===== src/cswu_regs.vh =====
`ifndef CSWU_REGS_VH
`define CSWU_REGS_VH
// register indices; the byte address on the bus is four times the index
`define CSWU_OFF_LOWER 12'h3a2
`define CSWU_OFF_PERIPH 12'h3a4
`define CSWU_OFF_MID 12'h3a6
`define CSWU_OFF_AUX 12'h3a8
`define CSWU_OFF_STATUS 12'h3ac
// reset values
`define CSWU_LOWER_RST 16'h0f1b
`define CSWU_PERIPH_RST 16'h0073
`define CSWU_MID_RST 16'h7fdb
`define CSWU_AUX_RST 16'h8183
// field positions
`define CSWU_RDY_IGN 2
`define CSWU_WRANGE 3
`define CSWU_LDRAM 6
`define CSWU_MONLY 5
`define CSWU_PSPACE 6
// first-level timing
`define CSWU_WIN_BITS 8
`endif


===== src/cswu_wait_ctr.v =====
`timescale 1ns/100ps
`default_nettype none
// ----------------------------------------
// wait-state counter for one bus cycle
// ----------------------------------------
module cswu_wait_ctr
(
  // clock and reset
  input wire aclk,
  input wire aresetn,
  // cycle control
  input wire start,
  input wire [3:0] min_waits,
  input wire use_ready,
  input wire ready_in,
  // result
  output reg busy,
  output reg done
);
  reg [3:0] cnt_q;
  always @(posedge aclk)
  begin
    if (!aresetn)
    begin
      cnt_q <= 4'h0;
      busy <= 1'b0;
      done <= 1'b0;
    end
    else
    begin
      done <= 1'b0;
      if (start && !busy)
      begin
        cnt_q <= min_waits;
        busy <= 1'b1;
      end
      else if (busy)
      begin
        if (cnt_q != 4'h0)
          cnt_q <= cnt_q - 4'h1;
        else if (!use_ready || ready_in)
        begin
          busy <= 1'b0;
          done <= 1'b1;
        end
      end
    end
  end
endmodule
`default_nettype wire


===== src/cswu_top.v =====
// What this block does
// - lower region ready honoured: wait count is a minimum, ready extends.
// - lower ready_ignore_bit set: ready inputs ignored, wait count only.
// - lower DRAM enabled: ready inputs always ignored for lower cycles.
// - lower two-bit wait code gives 0..3 waits, resets to 3.
// - lower DRAM cycle access time set by the lower wait code.
// - periph base compared with A19..A11; I/O space forces base 19..16 zero.
// - eight contiguous 256-byte periph windows from the base.
// - periph over DRAM region wins and runs 16 bits wide.
// - periph selects enabled only after both periph and aux writes.
// - periph 0..3 waits: 0,1,2,3 or with range bit 5,7,9,15.
// - periph ready honoured: three-bit code is a minimum.
// - periph ready_ignore_bit set: ready inputs ignored for all eight selects.
// - mid selects enabled only after both mid and aux writes.
// - mid selects each cover one quarter of the block.
// - one shared base and wait setting for all four mid selects.
// - lower DRAM: lower select becomes row strobe, col_strobe_n both low; mid 1 and 2 held high.
// - first_select_covers_all: mid select 0 covers whole span.
// - space choice 0 decodes I/O, 1 decodes memory for periph selects.
//
// Added by the designer: the AXI4-Lite interface to the registers.
`timescale 1ns/100ps
`default_nettype none
`include "cswu_regs.vh"
module cswu_top
(
  // clock and reset
  input wire aclk,
  input wire aresetn,
  // axi4-lite write address
  input wire [11:0] s_axi_awaddr,
  input wire s_axi_awvalid,
  output reg s_axi_awready,
  // axi4-lite write data
  input wire [31:0] s_axi_wdata,
  input wire [3:0] s_axi_wstrb,
  input wire s_axi_wvalid,
  output reg s_axi_wready,
  // axi4-lite write response
  output reg [1:0] s_axi_bresp,
  output reg s_axi_bvalid,
  input wire s_axi_bready,
  // axi4-lite read address
  input wire [11:0] s_axi_araddr,
  input wire s_axi_arvalid,
  output reg s_axi_arready,
  // axi4-lite read data
  output reg [31:0] s_axi_rdata,
  output reg [1:0] s_axi_rresp,
  output reg s_axi_rvalid,
  input wire s_axi_rready,
  // cpu bus cycle
  input wire [19:0] cpu_addr,
  input wire cpu_io,
  input wire cpu_start,
  output reg cpu_done,
  output reg cpu_x16,
  // external ready pins
  input wire sync_ready_in,
  input wire async_ready_in,
  // selects, active low
  output reg lower_region_select_n,
  output reg [3:0] mid_region_selects_n,
  output reg [7:0] periph_selects_n,
  output reg [1:0] col_strobe_n
);
  // ----------------------------------------
  // registers
  // ----------------------------------------
  reg [15:0] lower_q;
  reg [15:0] periph_q;
  reg [15:0] mid_q;
  reg [15:0] aux_q;
  reg periph_wr_q, aux_p_wr_q, mid_wr_q, aux_m_wr_q;
  reg have_aw_q, have_w_q;
  reg [11:0] aw_q;
  reg [31:0] w_q;
  reg [3:0] ws_q;
  wire periph_en = periph_wr_q & aux_p_wr_q;
  wire mid_en = mid_wr_q & aux_m_wr_q;
  wire wr_go = have_aw_q & have_w_q & ~s_axi_bvalid;
  wire wr_hit = (aw_q == `CSWU_OFF_LOWER) || (aw_q == `CSWU_OFF_PERIPH) ||
    (aw_q == `CSWU_OFF_MID) || (aw_q == `CSWU_OFF_AUX);
  function [15:0] merge;
    input [15:0] old;
    input [31:0] nw;
    input [3:0] st;
    begin
      merge = {st[1] ? nw[15:8] : old[15:8], st[0] ? nw[7:0] : old[7:0]};
    end
  endfunction
  // ----------------------------------------
  // axi write
  // ----------------------------------------
  always @(posedge aclk)
  begin
    if (!aresetn)
    begin
      lower_q <= `CSWU_LOWER_RST;
      periph_q <= `CSWU_PERIPH_RST;
      mid_q <= `CSWU_MID_RST;
      aux_q <= `CSWU_AUX_RST;
      periph_wr_q <= 1'b0;
      aux_p_wr_q <= 1'b0;
      mid_wr_q <= 1'b0;
      aux_m_wr_q <= 1'b0;
      have_aw_q <= 1'b0;
      have_w_q <= 1'b0;
      aw_q <= 12'h000;
      w_q <= 32'h0000_0000;
      ws_q <= 4'h0;
      s_axi_awready <= 1'b0;
      s_axi_wready <= 1'b0;
      s_axi_bvalid <= 1'b0;
      s_axi_bresp <= 2'b00;
    end
    else
    begin
      s_axi_awready <= 1'b0;
      s_axi_wready <= 1'b0;
      if (s_axi_awvalid && !have_aw_q && !s_axi_awready)
      begin
        s_axi_awready <= 1'b1;
        have_aw_q <= 1'b1;
        aw_q <= {2'b00, s_axi_awaddr[11:2]};
      end
      if (s_axi_wvalid && !have_w_q && !s_axi_wready)
      begin
        s_axi_wready <= 1'b1;
        have_w_q <= 1'b1;
        w_q <= s_axi_wdata;
        ws_q <= s_axi_wstrb;
      end
      if (wr_go)
      begin
        have_aw_q <= 1'b0;
        have_w_q <= 1'b0;
        s_axi_bvalid <= 1'b1;
        s_axi_bresp <= wr_hit ? 2'b00 : 2'b10;
        case (aw_q)
          `CSWU_OFF_LOWER: lower_q <= merge(lower_q, w_q, ws_q) & 16'h70e7;
          `CSWU_OFF_PERIPH:
          begin
            periph_q <= merge(periph_q, w_q, ws_q) & 16'hff8f;
            periph_wr_q <= 1'b1;
          end
          `CSWU_OFF_MID:
          begin
            mid_q <= merge(mid_q, w_q, ws_q) & 16'hfe27;
            mid_wr_q <= 1'b1;
          end
          `CSWU_OFF_AUX:
          begin
            aux_q <= merge(aux_q, w_q, ws_q) & 16'h7f7f;
            aux_p_wr_q <= 1'b1;
            aux_m_wr_q <= 1'b1;
          end
          default: ;
        endcase
      end
      else if (s_axi_bvalid && s_axi_bready)
        s_axi_bvalid <= 1'b0;
    end
  end
  // ----------------------------------------
  // axi read
  // ----------------------------------------
  reg [15:0] rd_d;
  reg rd_hit;
  reg cyc_busy_q;
  always @*
  begin
    rd_hit = 1'b1;
    case ({2'b00, s_axi_araddr[11:2]})
      `CSWU_OFF_LOWER: rd_d = lower_q;
      `CSWU_OFF_PERIPH: rd_d = periph_q;
      `CSWU_OFF_MID: rd_d = mid_q;
      `CSWU_OFF_AUX: rd_d = aux_q;
      `CSWU_OFF_STATUS: rd_d = {13'h0000, cyc_busy_q, mid_en, periph_en};
      default:
      begin
        rd_d = 16'h0000;
        rd_hit = 1'b0;
      end
    endcase
  end
  always @(posedge aclk)
  begin
    if (!aresetn)
    begin
      s_axi_arready <= 1'b0;
      s_axi_rvalid <= 1'b0;
      s_axi_rdata <= 32'h0000_0000;
      s_axi_rresp <= 2'b00;
    end
    else
    begin
      s_axi_arready <= 1'b0;
      if (s_axi_arvalid && !s_axi_rvalid && !s_axi_arready)
      begin
        s_axi_arready <= 1'b1;
        s_axi_rvalid <= 1'b1;
        s_axi_rdata <= {16'h0000, rd_d};
        s_axi_rresp <= rd_hit ? 2'b00 : 2'b10;
      end
      else if (s_axi_rvalid && s_axi_rready)
        s_axi_rvalid <= 1'b0;
    end
  end
  // ----------------------------------------
  // ready pin synchronisers
  // ----------------------------------------
  reg [2:0] sync_ready_in_q, async_ready_in_q;
  reg ready_q;
  always @(posedge aclk)
  begin
    if (!aresetn)
    begin
      sync_ready_in_q <= 3'b000;
      async_ready_in_q <= 3'b000;
      ready_q <= 1'b0;
    end
    else
    begin
      sync_ready_in_q <= {sync_ready_in_q[1:0], sync_ready_in};
      async_ready_in_q <= {async_ready_in_q[1:0], async_ready_in};
      if (sync_ready_in_q[2] == sync_ready_in_q[1] && async_ready_in_q[2] == async_ready_in_q[1])
        ready_q <= sync_ready_in_q[2] | async_ready_in_q[2];
    end
  end
  // ----------------------------------------
  // address decode
  // ----------------------------------------
  wire lower_dram = lower_q[`CSWU_LDRAM];
  wire [2:0] lub = lower_q[14:12];
  wire lower_hit = !cpu_io && cpu_addr[19] == 1'b0 &&
    ((cpu_addr[18:16] & ~lub) == 3'b000);
  wire pspace_mem = aux_q[`CSWU_PSPACE];
  wire [8:0] pbase = pspace_mem ? periph_q[15:7] :
    {4'h0, periph_q[11:7]};
  wire periph_hit = periph_en && (cpu_io != pspace_mem) &&
    cpu_addr[19:11] == pbase;
  wire [2:0] pidx = cpu_addr[10:8];
  reg [6:0] mblk;
  reg [1:0] mq;
  reg mid_hit;
  always @*
  begin
    mblk = aux_q[14:8];
    mq = cpu_addr[12:11];
    mid_hit = 1'b0;
    if (mblk[0]) mq = cpu_addr[12:11];
    else if (mblk[1]) mq = cpu_addr[13:12];
    else if (mblk[2]) mq = cpu_addr[14:13];
    else if (mblk[3]) mq = cpu_addr[15:14];
    else if (mblk[4]) mq = cpu_addr[16:15];
    else if (mblk[5]) mq = cpu_addr[17:16];
    else mq = cpu_addr[18:17];
    if (mid_en && !cpu_io)
      mid_hit = ((cpu_addr[19:13] ^ mid_q[15:9]) & ~(mblk - 7'd1)) == 7'd0;
  end
  // ----------------------------------------
  // wait selection
  // ----------------------------------------
  reg [3:0] min_w;
  reg use_rdy;
  reg [1:0] wc;
  always @*
  begin
    min_w = 4'h0;
    use_rdy = 1'b1;
    wc = periph_q[1:0];
    if (periph_hit)
    begin
      if (!periph_q[`CSWU_WRANGE])
        min_w = {2'b00, wc};
      else
        case (wc)
          2'b00: min_w = 4'd5;
          2'b01: min_w = 4'd7;
          2'b10: min_w = 4'd9;
          default: min_w = 4'd15;
        endcase
      use_rdy = !periph_q[`CSWU_RDY_IGN];
    end
    else if (lower_hit)
    begin
      min_w = {2'b00, lower_q[1:0]};
      use_rdy = !lower_q[`CSWU_RDY_IGN] && !lower_dram;
    end
    else if (mid_hit)
    begin
      min_w = {2'b00, mid_q[1:0]};
      use_rdy = !mid_q[`CSWU_RDY_IGN];
    end
  end
  // ----------------------------------------
  // bus cycle and selects
  // ----------------------------------------
  wire ctr_busy, ctr_done;
  cswu_wait_ctr u_wait
  (
    .aclk(aclk),
    .aresetn(aresetn),
    .start(cpu_start),
    .min_waits(min_w),
    .use_ready(use_rdy),
    .ready_in(ready_q),
    .busy(ctr_busy),
    .done(ctr_done)
  );
  always @(posedge aclk)
  begin
    if (!aresetn)
    begin
      cpu_done <= 1'b0;
      cpu_x16 <= 1'b0;
      cyc_busy_q <= 1'b0;
      lower_region_select_n <= 1'b1;
      mid_region_selects_n <= 4'hf;
      periph_selects_n <= 8'hff;
      col_strobe_n <= 2'b11;
    end
    else
    begin
      cpu_done <= ctr_done;
      cyc_busy_q <= ctr_busy;
      if (cpu_start && !ctr_busy)
      begin
        periph_selects_n <= periph_hit ? ~(8'h01 << pidx) : 8'hff;
        cpu_x16 <= periph_hit ? 1'b1 : lower_hit && (lower_dram || !lower_q[5]);
        lower_region_select_n <= !(lower_hit && !periph_hit);
        col_strobe_n <= (lower_dram && lower_hit && !periph_hit) ? 2'b00 : 2'b11;
        if (mid_hit && !periph_hit)
          mid_region_selects_n <= ~((4'h1 << mq) |
            {3'b000, mid_q[`CSWU_MONLY]});
        else
          mid_region_selects_n <= 4'hf;
        if (lower_dram)
          mid_region_selects_n[2:1] <= 2'b11;
      end
      else if (ctr_done)
      begin
        lower_region_select_n <= 1'b1;
        mid_region_selects_n <= 4'hf;
        periph_selects_n <= 8'hff;
        col_strobe_n <= 2'b11;
      end
    end
  end
endmodule
`default_nettype wire


===== config.mk =====
export PLATFORM = sky130hd
export DESIGN_NAME = cswu_top
export DESIGN_NICKNAME = d
export VERILOG_FILES = /design/src/cswu_wait_ctr.v /design/src/cswu_top.v
export VERILOG_INCLUDE_DIRS = /design/src
export SDC_FILE = /design/constraint.sdc
export NUM_CORES = 1
export LEC_CHECK = 0
export BUFFER_PORTS_ARGS = -buffer_cell sky130_fd_sc_hd__buf_2
export CORE_UTILIZATION = 30
export DETAILED_ROUTE_END_ITERATION = 8
export REMOVE_ABC_BUFFERS = 1
export SYNTH_ARGS = -nofsm -noshare
export SYNTH_HDL_FRONTEND = slang
export SYNTH_SLANG_ARGS = --single-unit
export TNS_END_PERCENT = 1

===== constraint.sdc =====
create_clock -name aclk -period 5.2 [get_ports aclk]
set_input_delay 1.04 -clock aclk [delete_from_list [all_inputs] [get_ports aclk]]
set_output_delay 1.04 -clock aclk [all_outputs]
set_load 0.03 [all_outputs]

# Word-level counts from Yosys, hierarchy flattened
# Index checks and enable logic that the tools add are counted.
[word_totals]
register_bits = 152
word_cells = 192
out_inout_bits = 58
[op_classes]
reduce_logical = 67
eq_ne = 15
add_sub_neg = 2
bitwise_logic = 17
n_mux = 48
n_shift = 2
[op_table]
columns = ["cell", "count"]
rows = [
  ["10-bit equality test, second input constant", 9],
  ["16-bit case mux with 5 select lines", 1],
  ["4-bit two-way mux", 8],
  ["2-bit two-way mux", 14],
  ["8-bit two-way mux", 3],
  ["3-bit AND reduction", 8],
  ["1-bit logical AND", 21],
  ["1-bit two-way mux", 20],
  ["1-bit zero test", 16],
  ["4-bit case mux with 3 select lines", 1],
  ["2-bit AND reduction", 5],
  ["2-bit nonzero test", 5],
  ["9-bit equality test", 1],
  ["9-bit two-way mux", 1],
  ["8-bit inverter", 1],
  ["1-bit by 3-bit left shift with 8-bit output, first input constant", 1],
  ["7-bit AND", 1],
  ["7-bit zero test", 1],
  ["7-bit inverter", 1],
  ["7-bit by 1-bit subtractor with 7-bit output, second input constant", 1],
  ["7-bit bitwise XOR", 1],
  ["1-bit logical OR", 5],
  ["5-bit OR reduction", 1],
  ["1-bit AND", 4],
  ["other kinds (17)", 21],
]

# Depth between registers and ports, before layout
# Gate-level depths: netlist of the first run.
[logic_depth]
ltp_word = 14
ltp_mapped = 9
ltp_nobuf = 8

# By module
# Synthesis of the first run repeated with hierarchy kept, for this count alone.
[hier_totals]
cells_unflattened = 756
hier_area_um2 = 6449.9
[modules_own_cells]
columns = ["module", "cells_each", "seq_area_each_um2", "area_each_um2", "n_inst"]
rows = [
  ["cswu_top", 717, 2622.5, 6082.1, 1],
  ["cswu_wait_ctr", 39, 120.1, 367.9, 1],
]

# Worst setup path before layout of the first run
# Ideal clock, no wire load.
[synth_timing]
kind = "in2reg"
startpoint = "input port cpu_io"
endpoint = "register u_wait.cnt_q[1]"
n_path_buf = 1
t_required_ns = 5.080
setup_slack_ns = 2.655
arrival_time_ns = 2.425
path_stages = 7
path_cell_list = "inv_1 -> nor4_4 -> o2111ai_2 -> nor4_4 -> buf_6 -> mux2i_1 -> o2bb2ai_1"
[synth_via]
elab_chain_cells = 7
elab_cells_between_ends = 12
cone_classes = "1 x eq/ne; 5 x mux; 6 x reduce/logical"
[synth_rtl]
columns = ["item", "line", "source"]
rows = [
  ["from (decl)", "cswu_top.v:54", "input wire cpu_io,"],
  ["1-bit zero test", "cswu_top.v:236, cswu_top.v:259", ""],
  ["1-bit logical AND", "cswu_top.v:259", "if (mid_en && !cpu_io)"],
  ["1-bit two-way mux", "cswu_top.v:259", ""],
  ["2-bit two-way mux", "cswu_top.v:291", "else if (mid_hit)"],
  ["2-bit two-way mux", "cswu_top.v:286", "else if (lower_hit)"],
  ["4-bit two-way mux *", "cswu_top.v:273", "if (periph_hit)"],
  ["4-bit two-way mux *", "cswu_wait_ctr.v:32", "if (start && !busy)"],
  ["to (signal assigned)", "cswu_wait_ctr.v:34", "cnt_q <= min_waits;"],
  ["to (signal assigned)", "cswu_wait_ctr.v:40", "cnt_q <= cnt_q - 4'h1;"],
  ["to (decl)", "cswu_wait_ctr.v:20", "reg [3:0] cnt_q;"],
]
# Mark *: on every way between the ends. The rest lies on a longest branch, timed or not.
# A chain may end at the register's enable or synchronous reset.

# Worst setup path after layout of the first run
[layout_timing]
startpoint = "input port cpu_addr[18]"
endpoint = "register periph_selects_n[5]"
[layout_via]
elab_chain_cells = 4
[layout_rtl]
columns = ["item", "line", "source"]
rows = [
  ["from (decl)", "cswu_top.v:53", "input wire [19:0] cpu_addr,"],
  ["9-bit equality test", "cswu_top.v:242", "cpu_addr[19:11] == pbase;"],
  ["1-bit logical AND", "cswu_top.v:241", "wire periph_hit = periph_en && (cpu_io != pspace_mem) &&"],
  ["8-bit two-way mux", "cswu_top.v:330", "periph_selects_n <= periph_hit ? ~(8'h01 << pidx) : 8'hff;"],
  ["8-bit two-way mux", "cswu_top.v:328", "if (cpu_start && !ctr_busy)"],
  ["to (signal assigned)", "cswu_top.v:330", ""],
  ["to (decl)", "cswu_top.v:64", "output reg [7:0] periph_selects_n,"],
]
# Every way passes these cells.

==> results.tsv, run 1 <==
stage	metric	value	unit
sta	hold_viol	0	
clock_network	cts.path.max_buffers	2	
floorplanning	die_w	148	um
critical_path	crit_chain	buf_2, xnor2_1, o2111a_1, o2111ai_2, nor4_4, and3_2, o21ai_0	
critical_path	reg2reg_depth	8	
yosys	synth_ff_type	dfxtp_1	
routing	final_antenna_net_count	0	
critical_path	arrival	3.15	ns
routing	drt_iter0_markers	443	
cells_and_area	final_cell_mix	dfxtp_1, nand2_1, buf_2, nand3_1, a21boi_0	
critical_path	reg2reg_to	mid_region_selects_n[0]	
routing	avgViaCountPerCell	4.87	
critical_path	cp.required	5.48	ns
cells_and_area	layout_commonest_cell	dfxtp_1	
clock_network	clk_pin_slew	0.06	ns
floorplanning	io_pins	149	
min_path	hold_class	register to register	
clock_network	cts-buffers-inserted	17	
yosys	synth_seq_cells	137	
global_routing	grt_antenna_before_repair	0	
pwr	ir_worst_vdd	234	uV
min_path	hold_end	async_ready_in_q[1]	
routing	wl_per_cell	14.9	um
clock_network	hold_buffers	0	
yosys	synth.cell_area	6390	um^2
routing	routed_wirelength	16600	um
critical_path	worstSetupEndpointType	register	
yosys	ys_warn_count	0	
placed_design	hpwl	11600	um
cells_and_area	diodes	0	
job	maxCapViolations	0	
yosys	syn_area_per_cell	8.55	um^2
clock_network	clkLatencyLatePin	0.43	ns
clock_network	cts_resized	0	
clock_network	cts_root_buf	clkbuf_16	
routing	vias	5406	
global_routing	grt_max_degree	128	
sta	rsz0062_at_grt	no	
sta	fin_crit_sh	0.552	
sta	maxSlewViolCount	0	
pwr	leakagePower	0.00305	uW
yosys	yosysSeqAreaShare	0.429	
floorplanning	die_h	148	um
critical_path	cp_slowest_cell	nor4_4	
critical_path	start_kind	primary input	
global_routing	grt_pass1_wl	26700	um
critical_path	r2r-start	aux_q[8]	
sta	fmaxAchievable	0.348	GHz
yosys	synth_top_area_frac	0.429	
cells_and_area	synthToLayoutAreaGrowth	19.7	%
floorplanning	start_util	0.305	
clock_network	htree_levels	4	
run_status	run_status	complete, no violations	
placed_design	placedInstanceArea	6990	um^2
routing	drc	0	
yosys	synth_largest_area_cell	dfxtp_1	
yosys	synth_edf_count	0	
sta	period_minus_slack	2.87	ns
yosys	ys_types	65	
clock_network	cts_setup_buffers	0	
pwr	p_per_area	349	nW/um^2
floorplanning	rows	53	
cells_and_area	final_nets	918	
floorplanning	coreArea	21000	um^2
min_path	worstHoldPathCells	1	
placed_design	routabilityCongestion	0.856	
placed_design	numPortBuffers	100	
sta	relSlewSlack	0.214	
sta	tns	0	ns
cells_and_area	drive_gt1_frac	0.194	
critical_path	critPathKind	primary input to register	
floorplanning	dieArea	21900	um^2
sta	finClkSkew	0.0104	ns
clock_network	cts_tree	yes	
yosys	synthArstFlopShare	0	
cells_and_area	final_area	7650	um^2
global_routing	grt_pass1_vias	5012	
yosys	netlist_instances	748	
critical_path	max_stage_delay	0.99	ns
critical_path	r2r_slack	2.55	ns
sta	tightest_slew	1.18	ns
global_routing	grt_use_total	0.157	
sta	finalSetupViolCount	0	
clock_network	cts.sinks	137	
global_routing	overflow	0	
min_path	hold_start	async_ready_in_q[0]	
routing	first_pass_iters	7	
critical_path	cp_max_fo	19	
yosys	synth_area_leaders	dfxtp_1, nand2_1, a21boi_0	
sequential cells by signal (all words and copies together), names as in the netlist, 8 cells and up:
signal	count
aux_q	15
aw_q	10
lower_q	10
mid_q	12
periph_q	14
periph_selects_n	8
s_axi_rdata	16
w_q	16
worst max path at each step:
stage,startpoint,endpoint,cells after the start
floorplan,cpu_io,periph_selects_n[1],6
global placement,cpu_addr[18],periph_selects_n[5],7
detailed placement,cpu_addr[18],periph_selects_n[5],7
CTS,cpu_addr[18],periph_selects_n[5],7
global route,cpu_addr[18],periph_selects_n[7],7
finish,cpu_addr[18],periph_selects_n[5],7
layout make-up:
cell class | instances | area (um^2)
Fill cell | 2209 | 13300
Multi-Input combinational cell | 541 | 3270
Sequential cell | 137 | 2740
Timing Repair Buffer | 104 | 543
Clock buffer | 20 | 467
Tap cell | 275 | 344
Clock inverter | 11 | 193
Inverter | 23 | 86.3
critical path, delay by kind of cell:
family / cells / cell delay, ns
xor+xnor: 1 / 0.14
compound gates: 3 / 0.44
buf+inv: 1 / 0.19
simple gates: 2 / 1.33
per-stage QoR:
stage,power (uW),hold slack (ns),setup WS [ns],util,cells
final,2670,0.428,2.33,0.365,1111
after global routing,2760,0.441,2.19,0.365,1111
after CTS,2700,0.432,2.34,0.365,1111
after detailed placement,1340,0.419,1.89,0.334,1080
after global placement,1330,0.422,1.88,0.334,1080
after floorplan,1250,0.412,2.47,-,701
synth_stat cells (all sizes together), types with 4 or more instances:
master  count
nand2b      9
and2       13
nor4        5
inv        23
a211oi      4
a222oi      4
a31oi       7
o21a        5
xnor2       9
clkbuf     30
nor3b      12
and3        8
nor2b      16
nor3       13
dfxtp     137
nand2     134
a21oi      23
a221oi     12
o21ai      32
nor2       31
xor2       10
nand3      56
a21boi     51
mux2i      19
mux2        5
buf        34
report_power, final:
part           internal, uW  switching (uW)
sequential             1080            31.3
clock                   887             471
combinational          77.6             126
per-layer routing:
layer / wire, um / share of wire / track usage / vias to the layer above
met5: 0 / 0 / 0 / -
met4: 229 / 0.014 / 0.0577 / 0
met3: 815 / 0.049 / 0.0361 / 21
met2: 7140 / 0.43 / 0.235 / 149
met1: 8400 / 0.51 / 0.218 / 2513
li1: - / - / - / 2723
kinds of logic after synthesis:
kind of cell             synth area share
AO/OA/AOI/OAI                       0.183
flip-flops                          0.429
buffers and inverters              0.0705
AND/OR/NAND/NOR                     0.246
other                            0.000587
XOR/XNOR                           0.0260
adder cells (fa/ha/maj)           0.00587
multiplexers                       0.0386
(Power assumes the default switching activity.)
==> inputs of run 2 (changes only) <==
==> constraint.sdc (replaced) <==
create_clock -name aclk -period 2.81 [get_ports aclk]
set_input_delay 0.562 -clock aclk [delete_from_list [all_inputs] [get_ports aclk]]
set_output_delay 0.562 -clock aclk [all_outputs]
set_load 0.03 [all_outputs]
==> results.tsv, run 2 (synthesis results as in run 1) <==
stage	metric	value	unit	change
run_status	run_status	complete, no violations		
clock_network	htree_levels	4		unchanged
routing	final_antenna_net_count	0		unchanged
global_routing	busiest_layer	met2		
routing	wl_per_cell	14.7	um	-1.8%
sta	finalSetupViolCount	0		unchanged
pwr	p_sw_frac	0.249		+0.0136
clock_network	cts.path.max_buffers	2		unchanged
cells_and_area	synthToLayoutAreaGrowth	20.4	%	
sta	finClkSkew	0.0112	ns	+0.000757 ns
global_routing	grt_max_degree	88		-31%
critical_path	crit_top_cell	o211ai_1		
placed_design	numPortBuffers	100		unchanged
cells_and_area	multiInputGateArea	3270	um^2	unchanged
global_routing	grt_use_total	0.154		-0.00290
routing	drt_iter0_markers	378		-15%
global_routing	grt_antenna_before_repair	2		+2
global_routing	overflow	0		unchanged
routing	avgViaCountPerCell	4.78		-1.8%
placed_design	pre_cts_ws	0.406	ns	-1.48 ns
critical_path	worstSetupEndpointType	register		
clock_network	cts.sinks	137		unchanged
sta	rsz0062_at_grt	no		
sta	period_minus_slack	2.43	ns	
global_routing	grtUsageMet3	0.0318		-0.00432
sta	fin_crit_sh	0.865		
pwr	leakagePower	0.00308	uW	+0.99%
critical_path	crit_chain	inv_1, ha_1, xnor2_1, a211oi_1, o211ai_1, a2111oi_2, buf_4, nor3b_2, o211ai_1		
clock_network	cts_tree	yes		
clock_network	cts_setup_buffers	0		unchanged
routing	drc	0		unchanged
pwr	ir_worst_vdd	403	uV	+72%
floorplanning	dieArea	21900	um^2	unchanged
cells_and_area	final_nets	929		+1.2%
pwr	p_comb_frac	0.080		+0.004
cells_and_area	drive_gt1_frac	0.204		+0.0102
global_routing	grt_pass1_wl	26100	um	-2.2%
floorplanning	die_w	148	um	unchanged
sta	maxSlewViolCount	0		unchanged
routing	first_pass_iters	8		+1
floorplanning	rows	53		unchanged
global_routing	grt_pass1_vias	4877		-2.7%
sta	relSlewSlack	0.412		+0.198
clock_network	clk_pin_slew	0.07	ns	about the same
cells_and_area	layout_commonest_cell	dfxtp_1		
critical_path	cp.required	3.10	ns	-2.38 ns
clock_network	cts_root_buf	clkbuf_16		
critical_path	crit_family	compound AO/OA/AOI/OAI gates		
cells_and_area	nFillCells	2237		+1.3%
sta	tightest_slew	0.880	ns	-0.296 ns
cells_and_area	final-seq-area	2740	um^2	unchanged
sta	tns	0	ns	unchanged
pwr	pwr-share-seq	0.427		+0.012
cells_and_area	top_regs	s_axi_rdata (16), w_q (16), aux_q (15)		
clock_network	clkLatencyLatePin	0.43	ns	about the same
pwr	p_sw	1190	uW	+90%
routing	routed_wirelength	16500	um	-0.62%
floorplanning	io_pins	149		unchanged
sta	fmaxAchievable	0.412	GHz	
critical_path	cp_max_fo	10		-9
cells_and_area	instances_no_fill	1124		+1.2%
pwr	p_total	4790	uW	+79%
placed_design	placed_cells	1091		+1.0%
pwr	intPower	3600	uW	+76%
critical_path	path_buf_inv	2		+1
critical_path	cp_slowest_cell	dfxtp_1		
min_path	hold_class	primary input to register		
placed_design	routabilityCongestion	0.870		+1.7%
pwr	clkPwrFrac	0.492		-0.017
critical_path	critPathKind	register to register		
clock_network	hold_buffers	0		unchanged
sta	setup_ws	0.380	ns	-1.95 ns
global_routing	met2_usage	0.230		-0.00469
pwr	p_per_area	623	nW/um^2	+78%
critical_path	arrival	2.72	ns	-0.43 ns
routing	vias	5369		-0.68%
placed_design	hpwl	11900	um	+2.5%
sta	hold_viol	0		unchanged
clock_network	cts_resized	0		unchanged
clock_network	cts-buffers-inserted	17		unchanged
floorplanning	coreArea	21000	um^2	unchanged
floorplanning	die_h	148	um	unchanged
global_routing	use_met1	0.214		-0.00391
cells_and_area	final_cell_mix	dfxtp_1, nand2_1, buf_2, nand3_1, a21boi_0		
floorplanning	start_util	0.305		unchanged
critical_path	max_stage_delay	0.49	ns	-0.50 ns
job	maxCapViolations	0		unchanged
critical_path	start_kind	register		
## run 2: changes by cell type in the layout (fill, tap and decap cells not counted), sizes merged
cell | previous run | this run
clkinvlp | 2 | 4
diode | 0 | 1
buf | 104 | 115
bufinv | 5 | 3
inv | 24 | 27
clkinv | 3 | 1
## run 2: routing by layer
metal / share of wire / up-vias / routed length, um
met5: 0.00061 / - / 10
met4: 0.021 / 2 / 345
met3: 0.051 / 28 / 839
met2: 0.43 / 128 / 7070
met1: 0.50 / 2472 / 8210
li1: - / 2739 / -
## run 2: worst reg2reg max path, cell delays in order, from the launching register on
cell and delay [ns]:
dfxtp_1 0.49, inv_1 0.08, ha_1 0.24, xnor2_1 0.13
a211oi_1 0.24, o211ai_1 0.14, a2111oi_2 0.26, buf_4 0.20
nor3b_2 0.35, o211ai_1 0.15
## run 2: area by class of cell
class                   count  area share
repair buffers            115      0.0813
well taps                 275      0.0447
clock buffers              20      0.0593
diodes                      1    0.000325
flip-flops and latches    137       0.356
clock inverters            12      0.0213
multi-input cells         541       0.425
inverters                  23      0.0112
## run 2: stage by stage
stage                     instance area, um^2  hold WS (ns)  utilization
after floorplan                          6090         0.412            -
after CTS                                7690         0.343        0.367
after global placement                   7070         0.422        0.337
final                                    7690         0.351        0.367
after detailed placement                 7070         0.421        0.337
after global routing                     7690         0.344        0.367
## run 2: worst paths after layout
| check | start | endpoint | slack, ns | depth (start not counted) |
|---|---|---|---|---|
| worst max-delay path | aux_q[8] | mid_region_selects_n[0] | 0.38 | 9 |
| worst max register to register | aux_q[8] | mid_region_selects_n[0] | 0.38 | 9 |
| worst min-delay path | async_ready_in | async_ready_in_q[0] | 0.35 | 2 |
| worst min register to register | async_ready_in_q[0] | async_ready_in_q[1] | 0.43 | 1 |
## run 2: power by group through the flow
stage	clock [uW]	combinational, uW	sequential [uW]
finish	2360	385	2050
CTS	2410	390	2050
global route	2500	427	2060
global placement	0	385	2090
floorplan	0	212	2100
detailed placement	0	388	2090
